### src/common/gpc_pkg.sv
// Constants, register map and carrier types for the pin configuration block
package gpc_pkg;
    // ------------------------------------------------------------------
    // Register map (word index; byte address is four times the index)
    // ------------------------------------------------------------------
    localparam int GPC_PINS = 10;
    localparam int GPC_ADDR_W = 12;
    localparam int GPC_IDX_W = 10;
    localparam logic [9:0] GPC_IDX_PIN_1_1 = 10'h024;
    localparam logic [9:0] GPC_IDX_PIN_1_2 = 10'h025;
    localparam logic [9:0] GPC_IDX_PIN_1_3 = 10'h026;
    localparam logic [9:0] GPC_IDX_PIN_1_4 = 10'h027;
    localparam logic [9:0] GPC_IDX_PIN_1_5 = 10'h028;
    localparam logic [9:0] GPC_IDX_PIN_1_6 = 10'h029;
    localparam logic [9:0] GPC_IDX_PIN_1_7 = 10'h02A;
    localparam logic [9:0] GPC_IDX_PIN_2_0 = 10'h02B;
    localparam logic [9:0] GPC_IDX_PIN_2_1 = 10'h02C;
    localparam logic [9:0] GPC_IDX_PIN_2_2 = 10'h02D;
    localparam logic [9:0] GPC_IDX_RSVD = 10'h02E;
    localparam logic [9:0] GPC_IDX_OUT_DATA = 10'h040;
    localparam logic [9:0] GPC_IDX_IN_LEVEL = 10'h041;
    localparam logic [9:0] GPC_IDX_IRQ_STATUS = 10'h042;
    localparam logic [9:0] GPC_IDX_IRQ_MASK = 10'h043;
    // First pin with the two-bit function field
    localparam int GPC_WIDE_FIRST = 8;
    // ------------------------------------------------------------------
    // Field layout of a pin configuration register
    // ------------------------------------------------------------------
    localparam int GPC_BIT_DIR = 0;
    localparam int GPC_BIT_POL = 1;
    localparam int GPC_BIT_ALT = 2;
    localparam int GPC_FN_LO = 2;
    localparam int GPC_FN_HI = 3;
    localparam int GPC_BIT_OD = 7;
    localparam logic [7:0] GPC_CFG_RESET = 8'h01;
    localparam logic [7:0] GPC_MASK_NARROW = 8'h87;
    localparam logic [7:0] GPC_MASK_WIDE = 8'h8F;
    localparam logic [1:0] GPC_FN_GPIO = 2'h0;
    localparam logic [1:0] GPC_FN_KBC = 2'h1;
    localparam logic [1:0] GPC_FN_EDGE = 2'h2;
    localparam logic [1:0] GPC_FN_FLOPPY = 2'h3;
    localparam logic [1:0] GPC_RESP_OKAY = 2'h0;
    localparam logic [1:0] GPC_RESP_SLVERR = 2'h2;
    localparam logic [31:0] GPC_ZERO_WORD = 32'h0000_0000;
    localparam logic [9:0] GPC_OUT_RESET = 10'h000;
    localparam logic [1:0] GPC_IRQ_RESET = 2'h0;
    // ------------------------------------------------------------------
    // Carrier types
    // ------------------------------------------------------------------
    // Pin levels handed to the functional units; idle high when not routed
    typedef struct packed {
        logic stick1_button2;
        logic stick2_button1;
        logic stick2_button2;
        logic stick1_x_axis;
        logic stick1_y_axis;
        logic stick2_x_axis;
        logic stick2_y_axis;
        logic kbc_port1_bit7;
        logic kbc_port1_bit6;
        logic kbc_port1_bit2;
    } gpc_alt_level_type;
    // Values the functional units want driven onto their pins
    typedef struct packed {
        logic [6:0] stick_drive;
        logic kbc_port1_bit7;
        logic kbc_port1_bit6;
        logic kbc_port1_bit2;
        logic floppy_drive_sel1_n;
        logic floppy_motor_sel1_n;
    } gpc_alt_drive_type;
endpackage

### src/hw/gpc_pin_cell.sv
// One pad cell: direction, polarity and driver type for a single pin
`timescale 1ns/10ps
module gpc_pin_cell (
    input wire logic [7:0] cfg,
    input wire logic alt_sel,
    input wire logic gpio_data,
    input wire logic alt_data,
    input wire logic pad_in,
    output logic pad_out,
    output logic pad_oe,
    output logic in_level
);
    wire logic dir_in;
    wire logic pol;
    wire logic open_drain;
    wire logic drive_val;

    assign dir_in = cfg[gpc_pkg::GPC_BIT_DIR];
    assign pol = cfg[gpc_pkg::GPC_BIT_POL];
    assign open_drain = cfg[gpc_pkg::GPC_BIT_OD];
    // Inversion acts on both the drive path and the sampled level
    assign drive_val = (alt_sel ? alt_data : gpio_data) ^ pol;
    assign in_level = pad_in ^ pol;
    // Open drain only ever pulls low; a high level is left to the pull-up
    assign pad_out = open_drain ? 1'b0 : drive_val;
    assign pad_oe = !dir_in && (!open_drain || !drive_val);
endmodule

### src/hw/gpc_pin_config.sv
// Pin configuration registers, pad routing and edge interrupts behind AXI4-Lite
`timescale 1ns/10ps
module gpc_pin_config (
    input wire logic ref_clk,
    input wire logic arst_n,
    input wire logic [11:0] s_axi_awaddr,
    input wire logic [2:0] s_axi_awprot,
    input wire logic s_axi_awvalid,
    output logic s_axi_awready,
    input wire logic [31:0] s_axi_wdata,
    input wire logic [3:0] s_axi_wstrb,
    input wire logic s_axi_wvalid,
    output logic s_axi_wready,
    output logic [1:0] s_axi_bresp,
    output logic s_axi_bvalid,
    input wire logic s_axi_bready,
    input wire logic [11:0] s_axi_araddr,
    input wire logic [2:0] s_axi_arprot,
    input wire logic s_axi_arvalid,
    output logic s_axi_arready,
    output logic [31:0] s_axi_rdata,
    output logic [1:0] s_axi_rresp,
    output logic s_axi_rvalid,
    input wire logic s_axi_rready,
    input wire logic [9:0] pad_in,
    output logic [9:0] pad_out,
    output logic [9:0] pad_oe,
    input wire gpc_pkg::gpc_alt_drive_type alt_drive,
    output gpc_pkg::gpc_alt_level_type alt_level,
    output logic irq
);
    // ------------------------------------------------------------------
    // Decode helpers
    // ------------------------------------------------------------------
    function automatic logic [7:0] cfg_mask(input int pin);
        cfg_mask = (pin >= gpc_pkg::GPC_WIDE_FIRST) ? gpc_pkg::GPC_MASK_WIDE
                                                    : gpc_pkg::GPC_MASK_NARROW;
    endfunction

    function automatic logic slot_ok(input logic [9:0] idx);
        slot_ok = (idx >= gpc_pkg::GPC_IDX_PIN_1_1 && idx <= gpc_pkg::GPC_IDX_RSVD) ||
                  (idx >= gpc_pkg::GPC_IDX_OUT_DATA && idx <= gpc_pkg::GPC_IDX_IRQ_MASK);
    endfunction

    function automatic logic [31:0] read_word(
        input logic [9:0] idx,
        input logic [79:0] cfg_flat,
        input logic [9:0] out_v,
        input logic [9:0] lvl_v,
        input logic [1:0] stat_v,
        input logic [1:0] mask_v
    );
        logic [9:0] off;
        off = idx - gpc_pkg::GPC_IDX_PIN_1_1;
        read_word = gpc_pkg::GPC_ZERO_WORD;
        if (idx >= gpc_pkg::GPC_IDX_PIN_1_1 && idx <= gpc_pkg::GPC_IDX_PIN_2_2) begin
            read_word = {24'h000000, cfg_flat[off[3:0] * 8 +: 8]};
        end else if (idx == gpc_pkg::GPC_IDX_OUT_DATA) begin
            read_word = {22'h000000, out_v};
        end else if (idx == gpc_pkg::GPC_IDX_IN_LEVEL) begin
            read_word = {22'h000000, lvl_v};
        end else if (idx == gpc_pkg::GPC_IDX_IRQ_STATUS) begin
            read_word = {30'h00000000, stat_v};
        end else if (idx == gpc_pkg::GPC_IDX_IRQ_MASK) begin
            read_word = {30'h00000000, mask_v};
        end
    endfunction

    // ------------------------------------------------------------------
    // Storage
    // ------------------------------------------------------------------
    logic [7:0] cfg [gpc_pkg::GPC_PINS];
    logic [79:0] cfg_flat;
    logic [9:0] out_data;
    logic [1:0] irq_status;
    logic [1:0] irq_mask;
    logic [1:0] lvl_prev;
    logic aw_held;
    logic w_held;
    logic [11:0] aw_addr;
    logic [31:0] w_data;
    logic [3:0] w_strb;

    wire logic [9:0] in_level;
    wire logic [9:0] alt_sel;
    wire logic [9:0] alt_data;
    wire logic [9:0] dir_bits;
    wire logic [9:0] pol_bits;
    wire logic [9:0] od_bits;
    wire logic [1:0] fn_2_1;
    wire logic [1:0] fn_2_2;

    // ------------------------------------------------------------------
    // AXI4-Lite write path
    // ------------------------------------------------------------------
    wire logic wr_en;
    wire logic [9:0] wr_idx;
    wire logic [9:0] wr_off;
    wire logic [9:0] wr_bits;
    wire logic [9:0] wr_lane;
    wire logic [1:0] w1c;

    // Address and data may arrive in either order; each is held until both are in
    assign s_axi_awready = !aw_held && !s_axi_bvalid;
    assign s_axi_wready = !w_held && !s_axi_bvalid;
    assign wr_en = aw_held && w_held && !s_axi_bvalid;
    assign wr_idx = aw_addr[11:2];
    assign wr_off = wr_idx - gpc_pkg::GPC_IDX_PIN_1_1;
    assign wr_lane = {{2{w_strb[1]}}, {8{w_strb[0]}}};
    assign wr_bits = w_data[9:0];
    assign w1c = (wr_en && wr_idx == gpc_pkg::GPC_IDX_IRQ_STATUS && w_strb[0])
                 ? w_data[1:0] : 2'h0;

    always_ff @(posedge ref_clk or negedge arst_n) begin
        if (!arst_n) begin
            aw_held <= 1'b0;
            w_held <= 1'b0;
            aw_addr <= 12'h000;
            w_data <= gpc_pkg::GPC_ZERO_WORD;
            w_strb <= 4'h0;
        end else begin
            if (s_axi_awvalid && s_axi_awready) begin
                aw_held <= 1'b1;
                aw_addr <= s_axi_awaddr;
            end else if (wr_en) begin
                aw_held <= 1'b0;
            end
            if (s_axi_wvalid && s_axi_wready) begin
                w_held <= 1'b1;
                w_data <= s_axi_wdata;
                w_strb <= s_axi_wstrb;
            end else if (wr_en) begin
                w_held <= 1'b0;
            end
        end
    end

    always_ff @(posedge ref_clk or negedge arst_n) begin
        if (!arst_n) begin
            s_axi_bvalid <= 1'b0;
            s_axi_bresp <= gpc_pkg::GPC_RESP_OKAY;
        end else if (wr_en) begin
            s_axi_bvalid <= 1'b1;
            s_axi_bresp <= slot_ok(wr_idx) ? gpc_pkg::GPC_RESP_OKAY
                                           : gpc_pkg::GPC_RESP_SLVERR;
        end else if (s_axi_bready) begin
            s_axi_bvalid <= 1'b0;
        end
    end

    // ------------------------------------------------------------------
    // Configuration registers and pad cells
    // ------------------------------------------------------------------
    genvar gi;
    generate
        for (gi = 0; gi < gpc_pkg::GPC_PINS; gi++) begin : g_pin
            wire logic hit;
            assign hit = wr_en && w_strb[0] && wr_idx <= gpc_pkg::GPC_IDX_PIN_2_2 &&
                         wr_off == 10'(gi);
            always_ff @(posedge ref_clk or negedge arst_n) begin
                if (!arst_n) begin
                    cfg[gi] <= gpc_pkg::GPC_CFG_RESET;
                end else if (hit) begin
                    cfg[gi] <= w_data[7:0] & cfg_mask(gi);
                end
            end
            assign cfg_flat[gi * 8 +: 8] = cfg[gi];
            assign dir_bits[gi] = cfg[gi][gpc_pkg::GPC_BIT_DIR];
            assign pol_bits[gi] = cfg[gi][gpc_pkg::GPC_BIT_POL];
            assign od_bits[gi] = cfg[gi][gpc_pkg::GPC_BIT_OD];
            gpc_pin_cell u_cell (
                .cfg(cfg[gi]),
                .alt_sel(alt_sel[gi]),
                .gpio_data(out_data[gi]),
                .alt_data(alt_data[gi]),
                .pad_in(pad_in[gi]),
                .pad_out(pad_out[gi]),
                .pad_oe(pad_oe[gi]),
                .in_level(in_level[gi])
            );
        end
    endgenerate

    // ------------------------------------------------------------------
    // Alternate function routing
    // ------------------------------------------------------------------
    assign fn_2_1 = cfg[8][gpc_pkg::GPC_FN_HI:gpc_pkg::GPC_FN_LO];
    assign fn_2_2 = cfg[9][gpc_pkg::GPC_FN_HI:gpc_pkg::GPC_FN_LO];
    // Edge mode keeps the GPIO drive path; only the sampled level is used
    assign alt_sel[7:0] = {cfg[7][gpc_pkg::GPC_BIT_ALT], cfg[6][gpc_pkg::GPC_BIT_ALT],
                           cfg[5][gpc_pkg::GPC_BIT_ALT], cfg[4][gpc_pkg::GPC_BIT_ALT],
                           cfg[3][gpc_pkg::GPC_BIT_ALT], cfg[2][gpc_pkg::GPC_BIT_ALT],
                           cfg[1][gpc_pkg::GPC_BIT_ALT], cfg[0][gpc_pkg::GPC_BIT_ALT]};
    assign alt_sel[8] = fn_2_1 == gpc_pkg::GPC_FN_KBC || fn_2_1 == gpc_pkg::GPC_FN_FLOPPY;
    assign alt_sel[9] = fn_2_2 == gpc_pkg::GPC_FN_KBC || fn_2_2 == gpc_pkg::GPC_FN_FLOPPY;
    assign alt_data[6:0] = alt_drive.stick_drive;
    assign alt_data[7] = alt_drive.kbc_port1_bit7;
    assign alt_data[8] = (fn_2_1 == gpc_pkg::GPC_FN_FLOPPY) ? alt_drive.floppy_drive_sel1_n
                                                            : alt_drive.kbc_port1_bit6;
    assign alt_data[9] = (fn_2_2 == gpc_pkg::GPC_FN_FLOPPY) ? alt_drive.floppy_motor_sel1_n
                                                            : alt_drive.kbc_port1_bit2;

    // Levels to the units are registered; an unrouted pin reads idle high
    always_ff @(posedge ref_clk or negedge arst_n) begin
        if (!arst_n) begin
            alt_level <= '1;
        end else begin
            alt_level.stick1_button2 <= !alt_sel[0] || in_level[0];
            alt_level.stick2_button1 <= !alt_sel[1] || in_level[1];
            alt_level.stick2_button2 <= !alt_sel[2] || in_level[2];
            alt_level.stick1_x_axis <= !alt_sel[3] || in_level[3];
            alt_level.stick1_y_axis <= !alt_sel[4] || in_level[4];
            alt_level.stick2_x_axis <= !alt_sel[5] || in_level[5];
            alt_level.stick2_y_axis <= !alt_sel[6] || in_level[6];
            alt_level.kbc_port1_bit7 <= !alt_sel[7] || in_level[7];
            alt_level.kbc_port1_bit6 <= fn_2_1 != gpc_pkg::GPC_FN_KBC || in_level[8];
            alt_level.kbc_port1_bit2 <= fn_2_2 != gpc_pkg::GPC_FN_KBC || in_level[9];
        end
    end

    // ------------------------------------------------------------------
    // Output data, edge interrupts, status and mask
    // ------------------------------------------------------------------
    wire logic [1:0] edge_arm;
    wire logic [1:0] edge_evt;
    wire logic [1:0] next_status;

    assign edge_arm = {fn_2_2 == gpc_pkg::GPC_FN_EDGE, fn_2_1 == gpc_pkg::GPC_FN_EDGE};
    // Either edge counts, so a plain change of level is the event
    assign edge_evt = edge_arm & (in_level[9:8] ^ lvl_prev);
    // A new edge in the clearing cycle survives the clear
    assign next_status = (irq_status & ~w1c) | edge_evt;
    assign irq = |(irq_status & irq_mask);

    always_ff @(posedge ref_clk or negedge arst_n) begin
        if (!arst_n) begin
            lvl_prev <= 2'h0;
            irq_status <= gpc_pkg::GPC_IRQ_RESET;
        end else begin
            lvl_prev <= in_level[9:8];
            irq_status <= next_status;
        end
    end

    always_ff @(posedge ref_clk or negedge arst_n) begin
        if (!arst_n) begin
            out_data <= gpc_pkg::GPC_OUT_RESET;
            irq_mask <= gpc_pkg::GPC_IRQ_RESET;
        end else if (wr_en) begin
            if (wr_idx == gpc_pkg::GPC_IDX_OUT_DATA) begin
                out_data <= (out_data & ~wr_lane) | (wr_bits & wr_lane);
            end
            if (wr_idx == gpc_pkg::GPC_IDX_IRQ_MASK && w_strb[0]) begin
                irq_mask <= w_data[1:0];
            end
        end
    end

    // ------------------------------------------------------------------
    // AXI4-Lite read path
    // ------------------------------------------------------------------
    wire logic [9:0] rd_idx;
    wire logic [31:0] rd_word;

    assign s_axi_arready = !s_axi_rvalid;
    assign rd_idx = s_axi_araddr[11:2];
    // The reserved slot falls through to zero inside read_word
    assign rd_word = read_word(rd_idx, cfg_flat, out_data, in_level,
                               irq_status, irq_mask);

    always_ff @(posedge ref_clk or negedge arst_n) begin
        if (!arst_n) begin
            s_axi_rvalid <= 1'b0;
            s_axi_rdata <= gpc_pkg::GPC_ZERO_WORD;
            s_axi_rresp <= gpc_pkg::GPC_RESP_OKAY;
        end else if (s_axi_arvalid && s_axi_arready) begin
            s_axi_rvalid <= 1'b1;
            s_axi_rdata <= rd_word;
            s_axi_rresp <= slot_ok(rd_idx) ? gpc_pkg::GPC_RESP_OKAY
                                           : gpc_pkg::GPC_RESP_SLVERR;
        end else if (s_axi_rready) begin
            s_axi_rvalid <= 1'b0;
        end
    end

    // ------------------------------------------------------------------
    // Checks
    // ------------------------------------------------------------------
    chk_dir_input_off: assert property (@(posedge ref_clk) disable iff (!arst_n)
        (pad_oe & dir_bits) == 10'h000)
        else $error("input pin is being driven");

    chk_polarity_level: assert property (@(posedge ref_clk) disable iff (!arst_n)
        in_level == (pad_in ^ pol_bits))
        else $error("sampled level ignores polarity");

    chk_open_drain_low: assert property (@(posedge ref_clk) disable iff (!arst_n)
        (pad_oe & pad_out & od_bits) == 10'h000)
        else $error("open drain pin drives high");

    chk_stick_route: assert property (@(posedge ref_clk) disable iff (!arst_n)
        cfg[3][gpc_pkg::GPC_BIT_ALT] |=> alt_level.stick1_x_axis == $past(in_level[3]))
        else $error("joystick axis level not routed");

    chk_kbc7_drive: assert property (@(posedge ref_clk) disable iff (!arst_n)
        (alt_sel[7] && !dir_bits[7] && !od_bits[7]) |->
        (pad_oe[7] && pad_out[7] == (alt_drive.kbc_port1_bit7 ^ pol_bits[7])))
        else $error("keyboard bit 7 not driven on pin");

    chk_kbc6_route: assert property (@(posedge ref_clk) disable iff (!arst_n)
        fn_2_1 == gpc_pkg::GPC_FN_KBC |=> alt_level.kbc_port1_bit6 == $past(in_level[8]))
        else $error("keyboard bit 6 level not routed");

    chk_edge_event: assert property (@(posedge ref_clk) disable iff (!arst_n)
        (edge_arm[1] && in_level[9] != lvl_prev[1]) |=> irq_status[1])
        else $error("pin edge did not set status");

    chk_floppy_sel: assert property (@(posedge ref_clk) disable iff (!arst_n)
        (fn_2_1 == gpc_pkg::GPC_FN_FLOPPY && !dir_bits[8] && !od_bits[8]) |->
        pad_out[8] == (alt_drive.floppy_drive_sel1_n ^ pol_bits[8]))
        else $error("drive select not on pin");

    chk_rsvd_read: assert property (@(posedge ref_clk) disable iff (!arst_n)
        (s_axi_arvalid && s_axi_arready && rd_idx == gpc_pkg::GPC_IDX_RSVD) |=>
        (s_axi_rvalid && s_axi_rdata == gpc_pkg::GPC_ZERO_WORD))
        else $error("reserved slot read not zero");

    chk_rsvd_bits: assert property (@(posedge ref_clk) disable iff (!arst_n)
        ((cfg[0] & ~gpc_pkg::GPC_MASK_NARROW) == 8'h00) &&
        ((cfg[9] & ~gpc_pkg::GPC_MASK_WIDE) == 8'h00))
        else $error("reserved config bit set");
endmodule

### config.mk
export PLATFORM = sky130hd
export DESIGN_NAME = gpc_pin_config
export DESIGN_NICKNAME = d
export VERILOG_FILES = /design/src/common/gpc_pkg.sv /design/src/hw/gpc_pin_cell.sv /design/src/hw/gpc_pin_config.sv
export SDC_FILE = /design/constraint.sdc
export NUM_CORES = 1
export LEC_CHECK = 0
export BUFFER_PORTS_ARGS = -buffer_cell sky130_fd_sc_hd__buf_4
export CAP_MARGIN = 20
export CORE_MARGIN = 3
export CORE_UTILIZATION = 56
export DETAILED_ROUTE_END_ITERATION = 8
export GPL_TIMING_DRIVEN = 0
export PLACE_DENSITY = 0.86
export SYNTH_ARGS = -nofsm -noshare
export SYNTH_HDL_FRONTEND = slang
export SYNTH_HIERARCHICAL = 1
export SYNTH_SLANG_ARGS = --single-unit
export TNS_END_PERCENT = 30
### constraint.sdc
create_clock -name ref_clk -period 5.2 [get_ports ref_clk]
set_clock_uncertainty 0.2 [all_clocks]
set_input_delay 0.26 -clock ref_clk [delete_from_list [all_inputs] [get_ports ref_clk]]
set_output_delay 0.26 -clock ref_clk [all_outputs]
set_load 0.05 [all_outputs]
# [Yosys cells after proc, flatten, opt, wreduce, memory -nomap -nowiden]
# Cells that the tools add are included.
# Widths: inputs -> output; s select.
[totals] reg_bits=132 out_inout_bits=72
[op_classes] add_sub_neg=2 magnitude_cmp=10 n_eq_ne=24 n_shift=1 n_mux=37 bitwise_logic=30 n_reduce_logical=111
[op_table] operator="$shiftx 80x8->8" count=1
[op_table] operator="$eq 10x7->1 const B" count=7
[op_table] operator="$mux 32" count=2
[op_table] operator="$logic_not 1->1" count=42
[op_table] operator="$eq 10x3->1 const B" count=4
[op_table] operator="$le 10x6->1 const B" count=4
[op_table] operator="$logic_and 1x1->1" count=37
[op_table] operator="$mux 1" count=29
[op_table] operator="$logic_or 1x1->1" count=24
[op_table] operator="$and 10x10->10" count=2
[op_table] operator="$eq 10x2->1 const B" count=2
[op_table] operator="$eq 10x4->1 const B" count=2
[op_table] operator="$ge 10x6->1 const B" count=2
[op_table] operator="$ge 10x7->1 const B" count=2
[op_table] operator="$le 10x7->1 const B" count=2
[op_table] operator="$xor 1x1->1" count=20
[op_table] operator="$eq 10x1->1 const B" count=1
[op_table] operator="$logic_not 10->1" count=1
[op_table] operator="$mux 10" count=1
[op_table] operator="$mux 2" count=5
[op_table] operator="$not 10->10" count=1
[op_table] operator="$or 10x10->10" count=1
[op_table] operator="$sub 10x6->10 const B" count=1
[op_table] operator="$eq 2x2->1 const B" count=4
[op_table] operator="other kinds (10)" count=18

# [Depth between registers and ports, before layout]
# Gate-level depths: netlist of run 1.
[logic_depth] depth_word=8 ltp_mapped=7 ltp_nobuf=6

# [Cells and area by module]
# Netlist of run 1, hierarchy kept.
[by_module_without_submodules] module="gpc_pin_config" instances=1 cells_each=394 area_per_inst_um2=5089.9 seq_area_each_um2=2677.6
[by_module_without_submodules] module="gpc_pin_cell" instances=10 cells_each=5 area_per_inst_um2=38.8 seq_area_each_um2=0.0

# [Least setup slack after synthesis of run 1]
# Ideal clock, no wire load.
[synth_path] path_type="register -> register" from="reg s_axi_bvalid" to="reg w_data[0]" arrival_ns=2.358 required_ns=4.875 slack_ns=2.518 path_stages_with_launch=5 n_path_buf=1 path_cell_list="dfrtp_1 nor2_1 and2_0 clkbuf_1 mux2_2"
[synth_between] elab_chain_len=3
[synth_rtl] item="start: declaration" line="gpc_pin_config.sv:15" rtl="output logic s_axi_bvalid,"
[synth_rtl] item="start signal: assignment" line="gpc_pin_config.sv:140" rtl="s_axi_bvalid <= 1'b0;"
[synth_rtl] item="start signal: assignment" line="gpc_pin_config.sv:143" rtl="s_axi_bvalid <= 1'b1;"
[synth_rtl] item="start signal: assignment" line="gpc_pin_config.sv:147" rtl="s_axi_bvalid <= 1'b0;"
[synth_rtl] item="$logic_not 1->1" line="gpc_pin_config.sv:105" rtl="assign s_axi_wready = !w_held && !s_axi_bvalid;"
[synth_rtl] item="$logic_and 1x1->1" line="gpc_pin_config.sv:105"
[synth_rtl] item="via s_axi_wready" line="gpc_pin_config.sv:13" rtl="output logic s_axi_wready,"
[synth_rtl] item="$logic_and 1x1->1" line="gpc_pin_config.sv:128" rtl="if (s_axi_wvalid && s_axi_wready) begin"
[synth_rtl] item="end signal: assignment" line="gpc_pin_config.sv:119" rtl="w_data <= gpc_pkg::GPC_ZERO_WORD;"
[synth_rtl] item="end signal: assignment" line="gpc_pin_config.sv:130" rtl="w_data <= s_axi_wdata;"
[synth_rtl] item="end: declaration" line="gpc_pin_config.sv:81" rtl="logic [31:0] w_data;"
# The timed path passes the listed nets, and every way through them passes these cells.
# A chain may end at the register's enable or synchronous reset.

# [Worst setup path in the final report of run 1]
[layout_path] from="reg cfg[2] (netlist name)" to="out pad_out[9]"
[layout_between] elab_chain_len=5
[layout_rtl] item="start: declaration" line="gpc_pin_config.sv:72" rtl="logic [7:0] cfg [gpc_pkg::GPC_PINS];"
[layout_rtl] item="start signal: indexed assignment" line="gpc_pin_config.sv:162" rtl="cfg[gi] <= gpc_pkg::GPC_CFG_RESET;"
[layout_rtl] item="start signal: indexed assignment" line="gpc_pin_config.sv:164" rtl="cfg[gi] <= w_data[7:0] & cfg_mask(gi);"
[layout_rtl] item="$eq 2x2->1" line="gpc_pin_config.sv:200" rtl="assign alt_data[9] = (fn_2_2 == gpc_pkg::GPC_FN_FLOPPY) ? alt_drive.floppy_motor_sel1_n"
[layout_rtl] item="$mux 1" line="gpc_pin_config.sv:200"
[layout_rtl] item="via alt_data[9]" line="gpc_pin_config.sv:86" rtl="wire logic [9:0] alt_data;"
[layout_rtl] item="$mux 1" line="gpc_pin_cell.sv:22" rtl="assign drive_val = (alt_sel ? alt_data : gpio_data) ^ pol;"
[layout_rtl] item="$xor 1x1->1" line="gpc_pin_cell.sv:22"
[layout_rtl] item="$mux 1" line="gpc_pin_cell.sv:25" rtl="assign pad_out = open_drain ? 1'b0 : drive_val;"
[layout_rtl] item="end: declaration" line="gpc_pin_config.sv:26" rtl="output logic [9:0] pad_out,"
# The timed path passes the listed nets, and every way through them passes these cells.

==> impl_metrics.py, run 1 <==
metrics = {
    "run_status": {
        "status": "complete, no violations",
    },
    "timing": {
        "setup_violations": 0,
        "fmax_mhz": 401,
        "rsz0062_at_grt": "no",
        "timing.final.crit_share_pct": 48.0,
        "min_period_ps": 2500,
        "drv_slew": 0,
        "fin_setup_tns_ps": 0,
        "slew_headroom_pct": 50.8,
        "tightestPinTransition_ps": 738,
        "hold_viol_final": 0,
    },
    "synthesis": {
        "synth.largest_area_cell": "dfrtp_1",
        "synth_cell_types": 56,
        "ys_top_cells_by_count": "dfrtp_1, mux2_2, mux2i_1, buf_4, dfstp_2",
        "yosysMostFrequentCell": "dfrtp_1",
        "ys_warn_count": 6,
        "async_reset_ff_share_pct": 100,
        "synth_area_um2": 5480,
        "synth_edf_count": 0,
        "yosys.area.top_type_share_pct": 39.3,
        "yosysSeqAreaShare_pct": 48.9,
        "avgSynthCellArea_um2": 12.3,
        "ys.flop_type": "dfrtp_1",
        "synth_area_leaders": "dfrtp_1, mux2_2, dfstp_2, mux2i_1, buf_4",
        "ys_ff_latch": 106,
        "syn_inst": 444,
    },
    "finish": {
        "antenna_cells": 0,
        "final_nets": 720,
        "drive_gt1_share_pct": 42.3,
        "area_growth_pct": 29.6,
        "fillers": 654,
    },
    "power": {
        "p_per_area_nw_per_um2": 322,
        "vdd_drop_max_mv": 0.277,
        "power.total_mw": 2.29,
        "p_leak_nw": 3.32,
    },
    "worst_hold_path": {
        "hold_path.class": "primary input to register",
    },
    "clock_tree": {
        "cts_root_buffer": "clkbuf_8",
        "htree_levels": 3,
        "clkTransAtPathRegs_ps": 100,
        "clockBufferDepth": 2,
        "clk_latency_ps": 380,
        "cts.sinks": 106,
        "cts_tree": "built",
        "cts.repair.resized": 0,
        "cts_made_buffers": 9,
    },
    "global_routing": {
        "grt.met3_usage_pct": 5.62,
        "grtUsageMet1_pct": 33.5,
        "grt.busiest_layer": "met2",
        "antenna_found_initial": 0,
        "grt_pass1_vias": 4247,
        "grt_first_pass_wirelength_mm": 22.1,
        "groute.usage.overall_pct": 25.6,
        "grt_start_max_net_pins": 70,
        "overflow": 0,
        "use_met2_pct": 43.1,
    },
    "floorplan": {
        "die_w_um": 105,
        "start_util_pct": 58.5,
        "placementRows": 35,
        "core_area_um2": 9370,
        "die_h_um": 105,
        "io_pins": 167,
        "die-area_um2": 11000,
    },
    "route": {
        "drt-wirelength-per-cell_um": 18.3,
        "wl_mm": 13.8,
        "vias": 4131,
        "drtPass1Iterations": 4,
        "drt-initial-drc-count": 270,
        "drc_errors": 0,
        "drtAntennaViolNets": 0,
        "viasPerCell": 5.47,
    },
    "placed_design": {
        "place.gp.congestion": 0.897,
        "port_buffers": 108,
        "hpwl_mm": 10.0,
    },
    "worst_setup_path": {
        "critical_path_class": "register to output port",
        "cp-start-kind": "register",
        "arrival_ps": 2040,
        "required_ps": 4740,
        "endpoint_kind": "output port",
        "critPathMaxFanout": 5,
    },
    "flow_run": {
        "cap_violations": 0,
    },
}
layout by cell type, fill, tap and decap left out, types with 8 or more instances in the layout:
| cell type | count |
|---|---|
| dfrtp_1 | 86 |
| mux2_2 | 74 |
| nand3_1 | 9 |
| xor2_1 | 12 |
| clkbuf_8 | 10 |
| o21ai_0 | 8 |
| nor2b_1 | 17 |
| nand2_1 | 18 |
| dfstp_2 | 20 |
| clkbuf_1 | 12 |
| a21oi_1 | 14 |
| conb_1 | 24 |
| xnor2_1 | 10 |
| buf_4 | 133 |
| dlygate4sd3_1 | 34 |
| mux2i_1 | 29 |
| nand2b_1 | 14 |
| nor2_1 | 11 |
sequential cells by signal, indices dropped and copies added (netlist names), 2 cells and up, named ones only:
signal	flops
aw_addr	10
w_strb	2
s_axi_rdata	10
irq_mask	2
alt_sel	8
alt_level	10
w_data	10
irq_status	2
cfg	34
lvl_prev	2
power by group:
part / leakage, nW / internal, mW / switching (mW)
clock network: 0.103 / 0.235 / 0.288
logic: 1.88 / 0.282 / 0.398
registers: 1.34 / 0.950 / 0.133
cells by family (layout without fill, tap and decap cells):
logic type / after synthesis / in the layout / share of synthesized area (%)
AND/OR/NAND/NOR: 99 / 99 / 10.6
adder cells (fa/ha/maj): 4 / 4 / 0.914
flip-flops: 106 / 106 / 48.9
XOR/XNOR: 22 / 22 / 3.52
multiplexers: 114 / 114 / 24.3
other: 1 / 24 / 0.0685
buffers and inverters: 46 / 205 / 4.93
AO/OA/AOI/OAI: 52 / 52 / 6.76
what timing repair did:
item,in CTS,in global routing
buffers inserted,0,0
hold endpoints to repair,66,0
hold buffers,34,0
metrics by stage:
stage / area, um^2 / cells / util [%] / setup slack [ps] / hold slack [ps]
3_5_place_dp: 6560 / 705 / 70.0 / 2760 / 61.6
3_3_place_gp: 6540 / 704 / 69.7 / 2770 / 242
6_report: 7100 / 755 / 75.8 / 2700 / 8.73
5_1_grt: 7100 / 755 / 75.8 / 2580 / 21.3
2_1_floorplan: 5560 / 467 / - / 2520 / -236
4_1_cts: 7100 / 755 / 75.8 / 2700 / 6.51
critical path, cell delays in order, from the launching register on:
cell and delay, ps:
dfrtp_1 440, nand2_1 100, mux2_2 330, mux2i_1 170, xnor2_1 180, nor2b_1 210
buf_4 220
final cells by class:
| cell class | instances | area, um^2 | share of cell area, % |
|---|---|---|---|
| Sequential cell | 106 | 2680 | 37.7 |
| Multi-Input combinational cell | 315 | 2620 | 36.9 |
| Timing Repair Buffer | 143 | 1180 | 16.6 |
| Buffer | 39 | 244 | 3.44 |
| Tap cell | 129 | 161 | 2.27 |
| Clock buffer | 11 | 141 | 1.99 |
| Clock inverter | 5 | 53.8 | 0.758 |
| Inverter | 7 | 26.3 | 0.370 |
metal layers:
| metal | wire (um) | up-vias |
|---|---|---|
| li1 | - | 1900 |
| met1 | 5620 | 2048 |
| met2 | 6940 | 162 |
| met3 | 986 | 21 |
| met4 | 270 | 0 |
| met5 | 0 | - |
final timing paths:
path / from / endpoint / slack, ps / cells after the start
hold reg to reg: alt_sel[6] / alt_level[3] / 290 / 1
hold / removal: pad_in[3] / alt_level[6] / 9 / 3
setup / recovery: cfg[2] / pad_out[9] / 2700 / 6
setup reg to reg: aw_addr[6] / cfg[33] / 2940 / 4
min in group asynchronous: arst_n / s_axi_rdata[2] / 190 / 2
max in group asynchronous: arst_n / cfg[72] / 3860 / 3
(Power assumes the default switching activity.)
==> run 2, diff against run 1 <==
Settings changed: CORE_UTILIZATION 56 to 47, PLACE_DENSITY 0.86 to 0.77.
Clock period 5.2 ns to 2.15 ns, I/O delays scaled along.
==> run 2 against run 1 <==
  * The flow now finishes with violations (negative setup slack)
  * Combinational power grew to 2.5 times the previous value
  * Sequential share of layout area down 1.5 points
  * Setup slack worse by 2800 ps
  * Global-route usage down 4.6 points
  * Non-clock buffer count rose by 10
  * Clock-buffer cell count shrank 2
  * Utilization decreased by 9.3 points
  * Wire length fell by 1.3%
  * Critical path depth is the same
  * Register-to-register slack got worse by 2900 ps
==> impl_metrics.py, run 2 (same netlist as run 1, synthesis figures left out) <==
metrics = {
    "worst_setup_path": {
        "endpoint_kind": "output port",
        "cp-start-kind": "register",
        "r2r_slack_ps": 20,
        "required_ps": 1840,
        "r2r.worst_path.cells": 4,
        "critPathMaxFanout": 2,
        "arrival_ps": 1890,
        "critical_path_class": "register to output port",
    },
    "clock_tree": {
        "cts_root_buffer": "clkbuf_16",
        "clkTransAtPathRegs_ps": 70,
        "cts_made_buffers": 9,
        "cts_tree": "built",
        "cts.sinks": 106,
        "htree_levels": 3,
        "clk_latency_ps": 350,
        "clockBufferDepth": 2,
    },
    "placed_design": {
        "place.gp.congestion": 0.836,
        "hpwl_mm": 10.2,
        "port_buffers": 108,
    },
    "global_routing": {
        "antenna_found_initial": 0,
        "grt_first_pass_wirelength_mm": 21.1,
        "overflow": 0,
        "grt_pass1_vias": 4088,
        "grt_start_max_net_pins": 67,
        "groute.usage.overall_pct": 21.0,
    },
    "run_status": {
        "violations": "negative setup slack",
        "status": "finished with violations",
    },
    "finish": {
        "largest_reg_flops": 34,
        "layout_commonest_cell": "buf_4",
        "final_cell_mix": "buf_4, dfrtp_1, mux2_2, dlygate4sd3_1, mux2i_1",
        "area_growth_pct": 35.0,
        "top_register": "cfg",
        "final_nets": 730,
        "drive_gt1_share_pct": 45.3,
        "antenna_cells": 0,
    },
    "route": {
        "drt-initial-drc-count": 175,
        "wl_mm": 13.6,
        "viasPerCell": 5.30,
        "vias": 4112,
        "drc_errors": 0,
        "drt-wirelength-per-cell_um": 17.6,
        "drtAntennaViolNets": 0,
        "drtPass1Iterations": 4,
    },
    "power": {
        "p_per_area_nw_per_um2": 813,
        "p_leak_nw": 3.42,
        "vdd_drop_max_mv": 0.663,
        "power.total_mw": 6.01,
    },
    "floorplan": {
        "core_area_um2": 11100,
        "io_pins": 167,
        "die-area_um2": 13000,
        "start_util_pct": 49.2,
        "die_h_um": 114,
        "placementRows": 38,
        "die_w_um": 114,
    },
    "timing": {
        "fin_setup_tns_ps": -47.0,
        "fmax_mhz": 455,
        "timing.final.crit_share_pct": 102,
        "slew_headroom_pct": 59.2,
        "hold_viol_final": 0,
        "tightestPinTransition_ps": 612,
        "drv_slew": 0,
        "worst_slack_ps": -47.0,
        "rsz0062_at_grt": "yes",
        "setup_violations": 1,
        "min_period_ps": 2200,
        "fin_hold_ws_ps": 51.6,
    },
    "worst_hold_path": {
        "hold_path.class": "primary input to register",
        "hold_depth": 5,
    },
    "flow_run": {
        "cap_violations": 0,
    },
}
run 2: cell count changes in the layout (fill, tap and decap cells not counted), sizes merged:
cell,delta
clkinvlp,+2
inv,+1
clkbuf,-2
dlygate4sd3,+4
clkinv,-1
buf,+6
run 2: area by class of cell:
| type | instances | area, um^2 |
|---|---|---|
| Timing Repair Buffer | 153 | 1270 |
| Clock buffer | 9 | 225 |
| Sequential cell | 106 | 2680 |
| Multi-Input combinational cell | 315 | 2690 |
| Fill cell | 840 | 3730 |
| Clock inverter | 7 | 78.8 |
| Inverter | 7 | 26.3 |
| Buffer | 39 | 251 |
| Tap cell | 140 | 175 |
run 2: stage by stage:
| step | utilization [%] | std cells | setup WS [ps] | area (um^2) |
|---|---|---|---|---|
| 6_report | 66.5 | 776 | -47.0 | 7390 |
| 4_1_cts | 65.9 | 774 | -41.6 | 7330 |
| 3_3_place_gp | 59.0 | 715 | -125 | 6570 |
| 3_5_place_dp | 59.3 | 716 | -141 | 6600 |
| 5_1_grt | 66.5 | 776 | -126 | 7390 |
| 2_1_floorplan | - | 467 | 25.0 | 5580 |
run 2: worst paths after layout:
| path | from | to |
|---|---|---|
| min in group asynchronous | arst_n | s_axi_rdata[2] |
| worst min-delay path | s_axi_araddr[11] | s_axi_rdata[0] |
| worst max register to register | aw_addr[6] | alt_sel[2] |
| max in group asynchronous | arst_n | cfg[64] |
| worst min register to register | alt_sel[5] | alt_level[4] |
| worst max-delay path | cfg[2] | pad_out[9] |
run 2: timing repair:
| item | 4_1_cts | 5_1_grt |
|---|---|---|
| pin swaps | 4 | 6 |
| buffers inserted | 4 | 2 |
| hold buffers | 38 | 0 |
| resized for setup | 9 | 12 |
| endpoints found under the setup margin | 18 | 53 |
| endpoints found under the hold margin | 77 | 0 |
run 2: per-layer routing:
layer  share of wire, %  vias to the layer above  global-route usage, %
met2                 50                      130                   35.7
met4                1.5                        0                   5.78
met1                 42                     2048                   28.3
li1                   -                     1916                      -
met5                  0                        -                      0
met3                6.3                       18                   2.76
run 2: report_power, final:
| group | switching (mW) | internal [mW] | leakage (nW) |
|---|---|---|---|
| clock | 0.759 | 0.913 | 0.144 |
| sequential | 0.322 | 2.30 | 1.34 |
| combinational | 0.990 | 0.726 | 1.94 |
| total | 2.07 | 3.94 | 3.42 |
run 2: worst max-delay path, stage by stage (launching register included):
cell     delay [ps]
dfrtp_2         410
nand2_2          70
mux2_4          300
mux2i_1         170
xnor2_1         190
nor2b_2         230
buf_6           170
==> run 3, diff against run 2 <==
Settings changed: ABC_AREA set to 1, CORE_UTILIZATION 47 to 48, SKIP_LAST_GASP set to 1.
==> run 3 against run 2 <==
  * The run now ends clean
  * Critical path type is now register to register
  * Critical endpoint is now cfg[65]
  * Utilization is 1.3 points lower
  * Synthesized cell count is 84% higher
  * Combinational power is 5% lower
  * Non-clock buffer count is 8 lower
  * Flip-flop and latch count stayed put
==> impl_metrics.py, run 3 <==
metrics = {
    "timing": {
        "fin_hold_ws_ps": 12.7,
        "tightestPinTransition_ps": 660,
        "drv_slew": 0,
        "hold_viol_final": 0,
        "setup_violations": 0,
        "timing.final.crit_share_pct": 93.2,
        "slew_headroom_pct": 56.0,
        "fmax_mhz": 499,
        "worst_slack_ps": 146,
        "rsz0062_at_grt": "yes",
        "min_period_ps": 2000,
    },
    "global_routing": {
        "grt_first_pass_wirelength_mm": 26.6,
        "grt_pass1_vias": 5523,
        "grt_start_max_net_pins": 68,
        "groute.usage.overall_pct": 23.4,
        "overflow": 0,
        "antenna_found_initial": 0,
    },
    "route": {
        "drt-initial-drc-count": 409,
        "wl_mm": 16.3,
        "viasPerCell": 4.85,
        "drc_errors": 0,
        "drtAntennaViolNets": 0,
        "drt-wirelength-per-cell_um": 13.9,
        "vias": 5684,
        "drtPass1Iterations": 5,
    },
    "worst_setup_path": {
        "arrival_ps": 2010,
        "cpPeakStageDelay_ps": 440,
        "required_ps": 2150,
        "path_buf_inv": 3,
        "path_cells": "inv_2 > nand3_1 > inv_2 > nand2_2 > nor2_8 > nand2_2 > nor2_2 > inv_2 > nand2_1 > o21ai_1",
        "critical_path_class": "register to register",
        "cp_slowest_cell": "dfrtp_1",
        "endpoint_kind": "register",
        "cp_common_cell": "inv_2",
        "critPathMaxFanout": 6,
        "crit_family": "simple AND/OR/NAND/NOR gates",
        "cp-start-kind": "register",
    },
    "placed_design": {
        "place.gp.congestion": 0.933,
        "place_inst": 1119,
        "port_buffers": 108,
        "place_ws_ps": 183,
        "hpwl_mm": 12.0,
    },
    "clock_tree": {
        "htree_levels": 3,
        "cts_root_buffer": "clkbuf_16",
        "cts_made_buffers": 9,
        "clockBufferDepth": 2,
        "clk_latency_ps": 350,
        "cts_tree": "built",
        "cts.sinks": 106,
        "clkTransAtPathRegs_ps": 70,
    },
    "synthesis": {
        "synth_edf_count": 0,
        "synth_area_leaders": "dfrtp_1, nand2_1, dfstp_2, inv_1, nand3_2",
        "async_reset_ff_share_pct": 100,
        "ys_ff_latch": 106,
        "synth_cell_types": 33,
        "synth.largest_area_cell": "dfrtp_1",
        "yosys.area.top_type_share_pct": 35.2,
        "yosysMostFrequentCell": "nand2_1",
        "ys_top_cells_by_count": "nand2_1, inv_1, dfrtp_1, nor2_1, o21ai_0",
        "avgSynthCellArea_um2": 7.47,
        "syn_inst": 819,
        "ys_warn_count": 6,
        "ys.flop_type": "dfrtp_1",
        "synth_area_um2": 6120,
        "yosysSeqAreaShare_pct": 43.8,
    },
    "floorplan": {
        "core_area_um2": 12200,
        "die_w_um": 119,
        "placementRows": 40,
        "die_h_um": 119,
        "start_util_pct": 50.1,
        "die-area_um2": 14100,
        "io_pins": 167,
    },
    "worst_hold_path": {
        "hold_path.class": "primary input to register",
    },
    "power": {
        "p_int_mw": 3.92,
        "power.total_mw": 5.96,
        "switching_share_pct": 34.3,
        "vdd_drop_max_mv": 1.09,
        "p_leak_nw": 3.98,
        "p_switching_mw": 2.05,
        "seqPwrFrac_pct": 41.2,
        "clkPwrFrac_pct": 31.3,
        "pwr-share-comb_pct": 27.6,
        "p_per_area_nw_per_um2": 749,
    },
    "run_status": {
        "status": "complete, no violations",
    },
    "finish": {
        "antenna_cells": 0,
        "area_growth_pct": 30.0,
        "instances_no_fill": 1171,
        "layout_commonest_cell": "nand2_1",
        "top_register": "cfg",
        "final_cell_mix": "nand2_1, buf_4, inv_1, dfrtp_1, nor2_1",
        "drive_gt1_share_pct": 23.9,
        "final_nets": 1097,
        "largest_reg_flops": 34,
    },
    "flow_run": {
        "cap_violations": 0,
    },
}
-- run 3: layout make-up --
type                            count  area, um^2
Multi-Input combinational cell    572        2820
Fill cell                        1051        4260
Sequential cell                   106        2680
Tap cell                          168         210
Timing Repair Buffer              145        1200
Clock buffer                       11         233
Clock inverter                      5         104
Inverter                          125         469
Buffer                             39         239
-- run 3: final timing paths --
| kind | startpoint | to | slack, ps | depth (start not counted) |
|---|---|---|---|---|
| max reg2reg | s_axi_bvalid | cfg[65] | 150 | 10 |
| min in group asynchronous | arst_n | cfg[57] | 100 | 2 |
| min | s_axi_araddr[5] | s_axi_rresp[1] | 10 | 6 |
| max in group asynchronous | arst_n | cfg[0] | 920 | 3 |
| min reg2reg | cfg[56] | cfg[56] | 290 | 2 |
| max | s_axi_bvalid | cfg[65] | 150 | 10 |
-- run 3: logic make-up (layout without fill, tap and decap cells) --
logic type      after synthesis  count (layout)  share of synthesized area (%)
fa+ha+maj                     4               4                          0.818
simple gates                420             420                           31.9
mux                           7               7                           1.29
flops                       106             106                           43.8
other cells                   1              24                         0.0613
buf+inv                     164             325                           11.6
compound gates              107             107                           9.16
xor+xnor                     10              10                           1.43
-- run 3: metrics by stage --
| step | TNS (ps) | area, um^2 | utilization, % |
|---|---|---|---|
| floorplan | -2060 | 6210 | - |
| global placement | 0 | 7230 | 59.2 |
| detailed placement | 0 | 7260 | 59.4 |
| CTS | 0 | 7950 | 65.1 |
| global route | -81.7 | 7960 | 65.1 |
| finish | 0 | 7960 | 65.1 |
-- run 3: timing repair --
item,CTS,global route
hold buffers,36,0
resized for setup,0,1
endpoints found under the setup margin,0,4
endpoints found under the hold margin,78,0
setup buffers,0,0
-- run 3: tightest hold or removal path, delay by kind of cell --
kind | cells | cell delay (ps)
and+or+nand+nor | 4 | 230
AOI/OAI and AO/OA | 1 | 70
buffers and inverters | 1 | 120
-- run 3: power by group through the flow --
stage / clock, mW / combinational, mW / sequential [mW]
global route: 1.95 / 1.80 / 2.49
CTS: 1.88 / 1.63 / 2.45
global placement: 0 / 1.54 / 2.48
finish: 1.86 / 1.64 / 2.45
floorplan: 0 / 1.00 / 2.53
detailed placement: 0 / 1.57 / 2.48
-- run 3: metal layers --
metal	vias up	GRT usage (%)	routed length (um)
li1	2863	-	-
met1	2617	29.9	7000
met2	185	41.0	8060
met3	19	4.61	1020
met4	0	5.72	218
met5	-	0	0
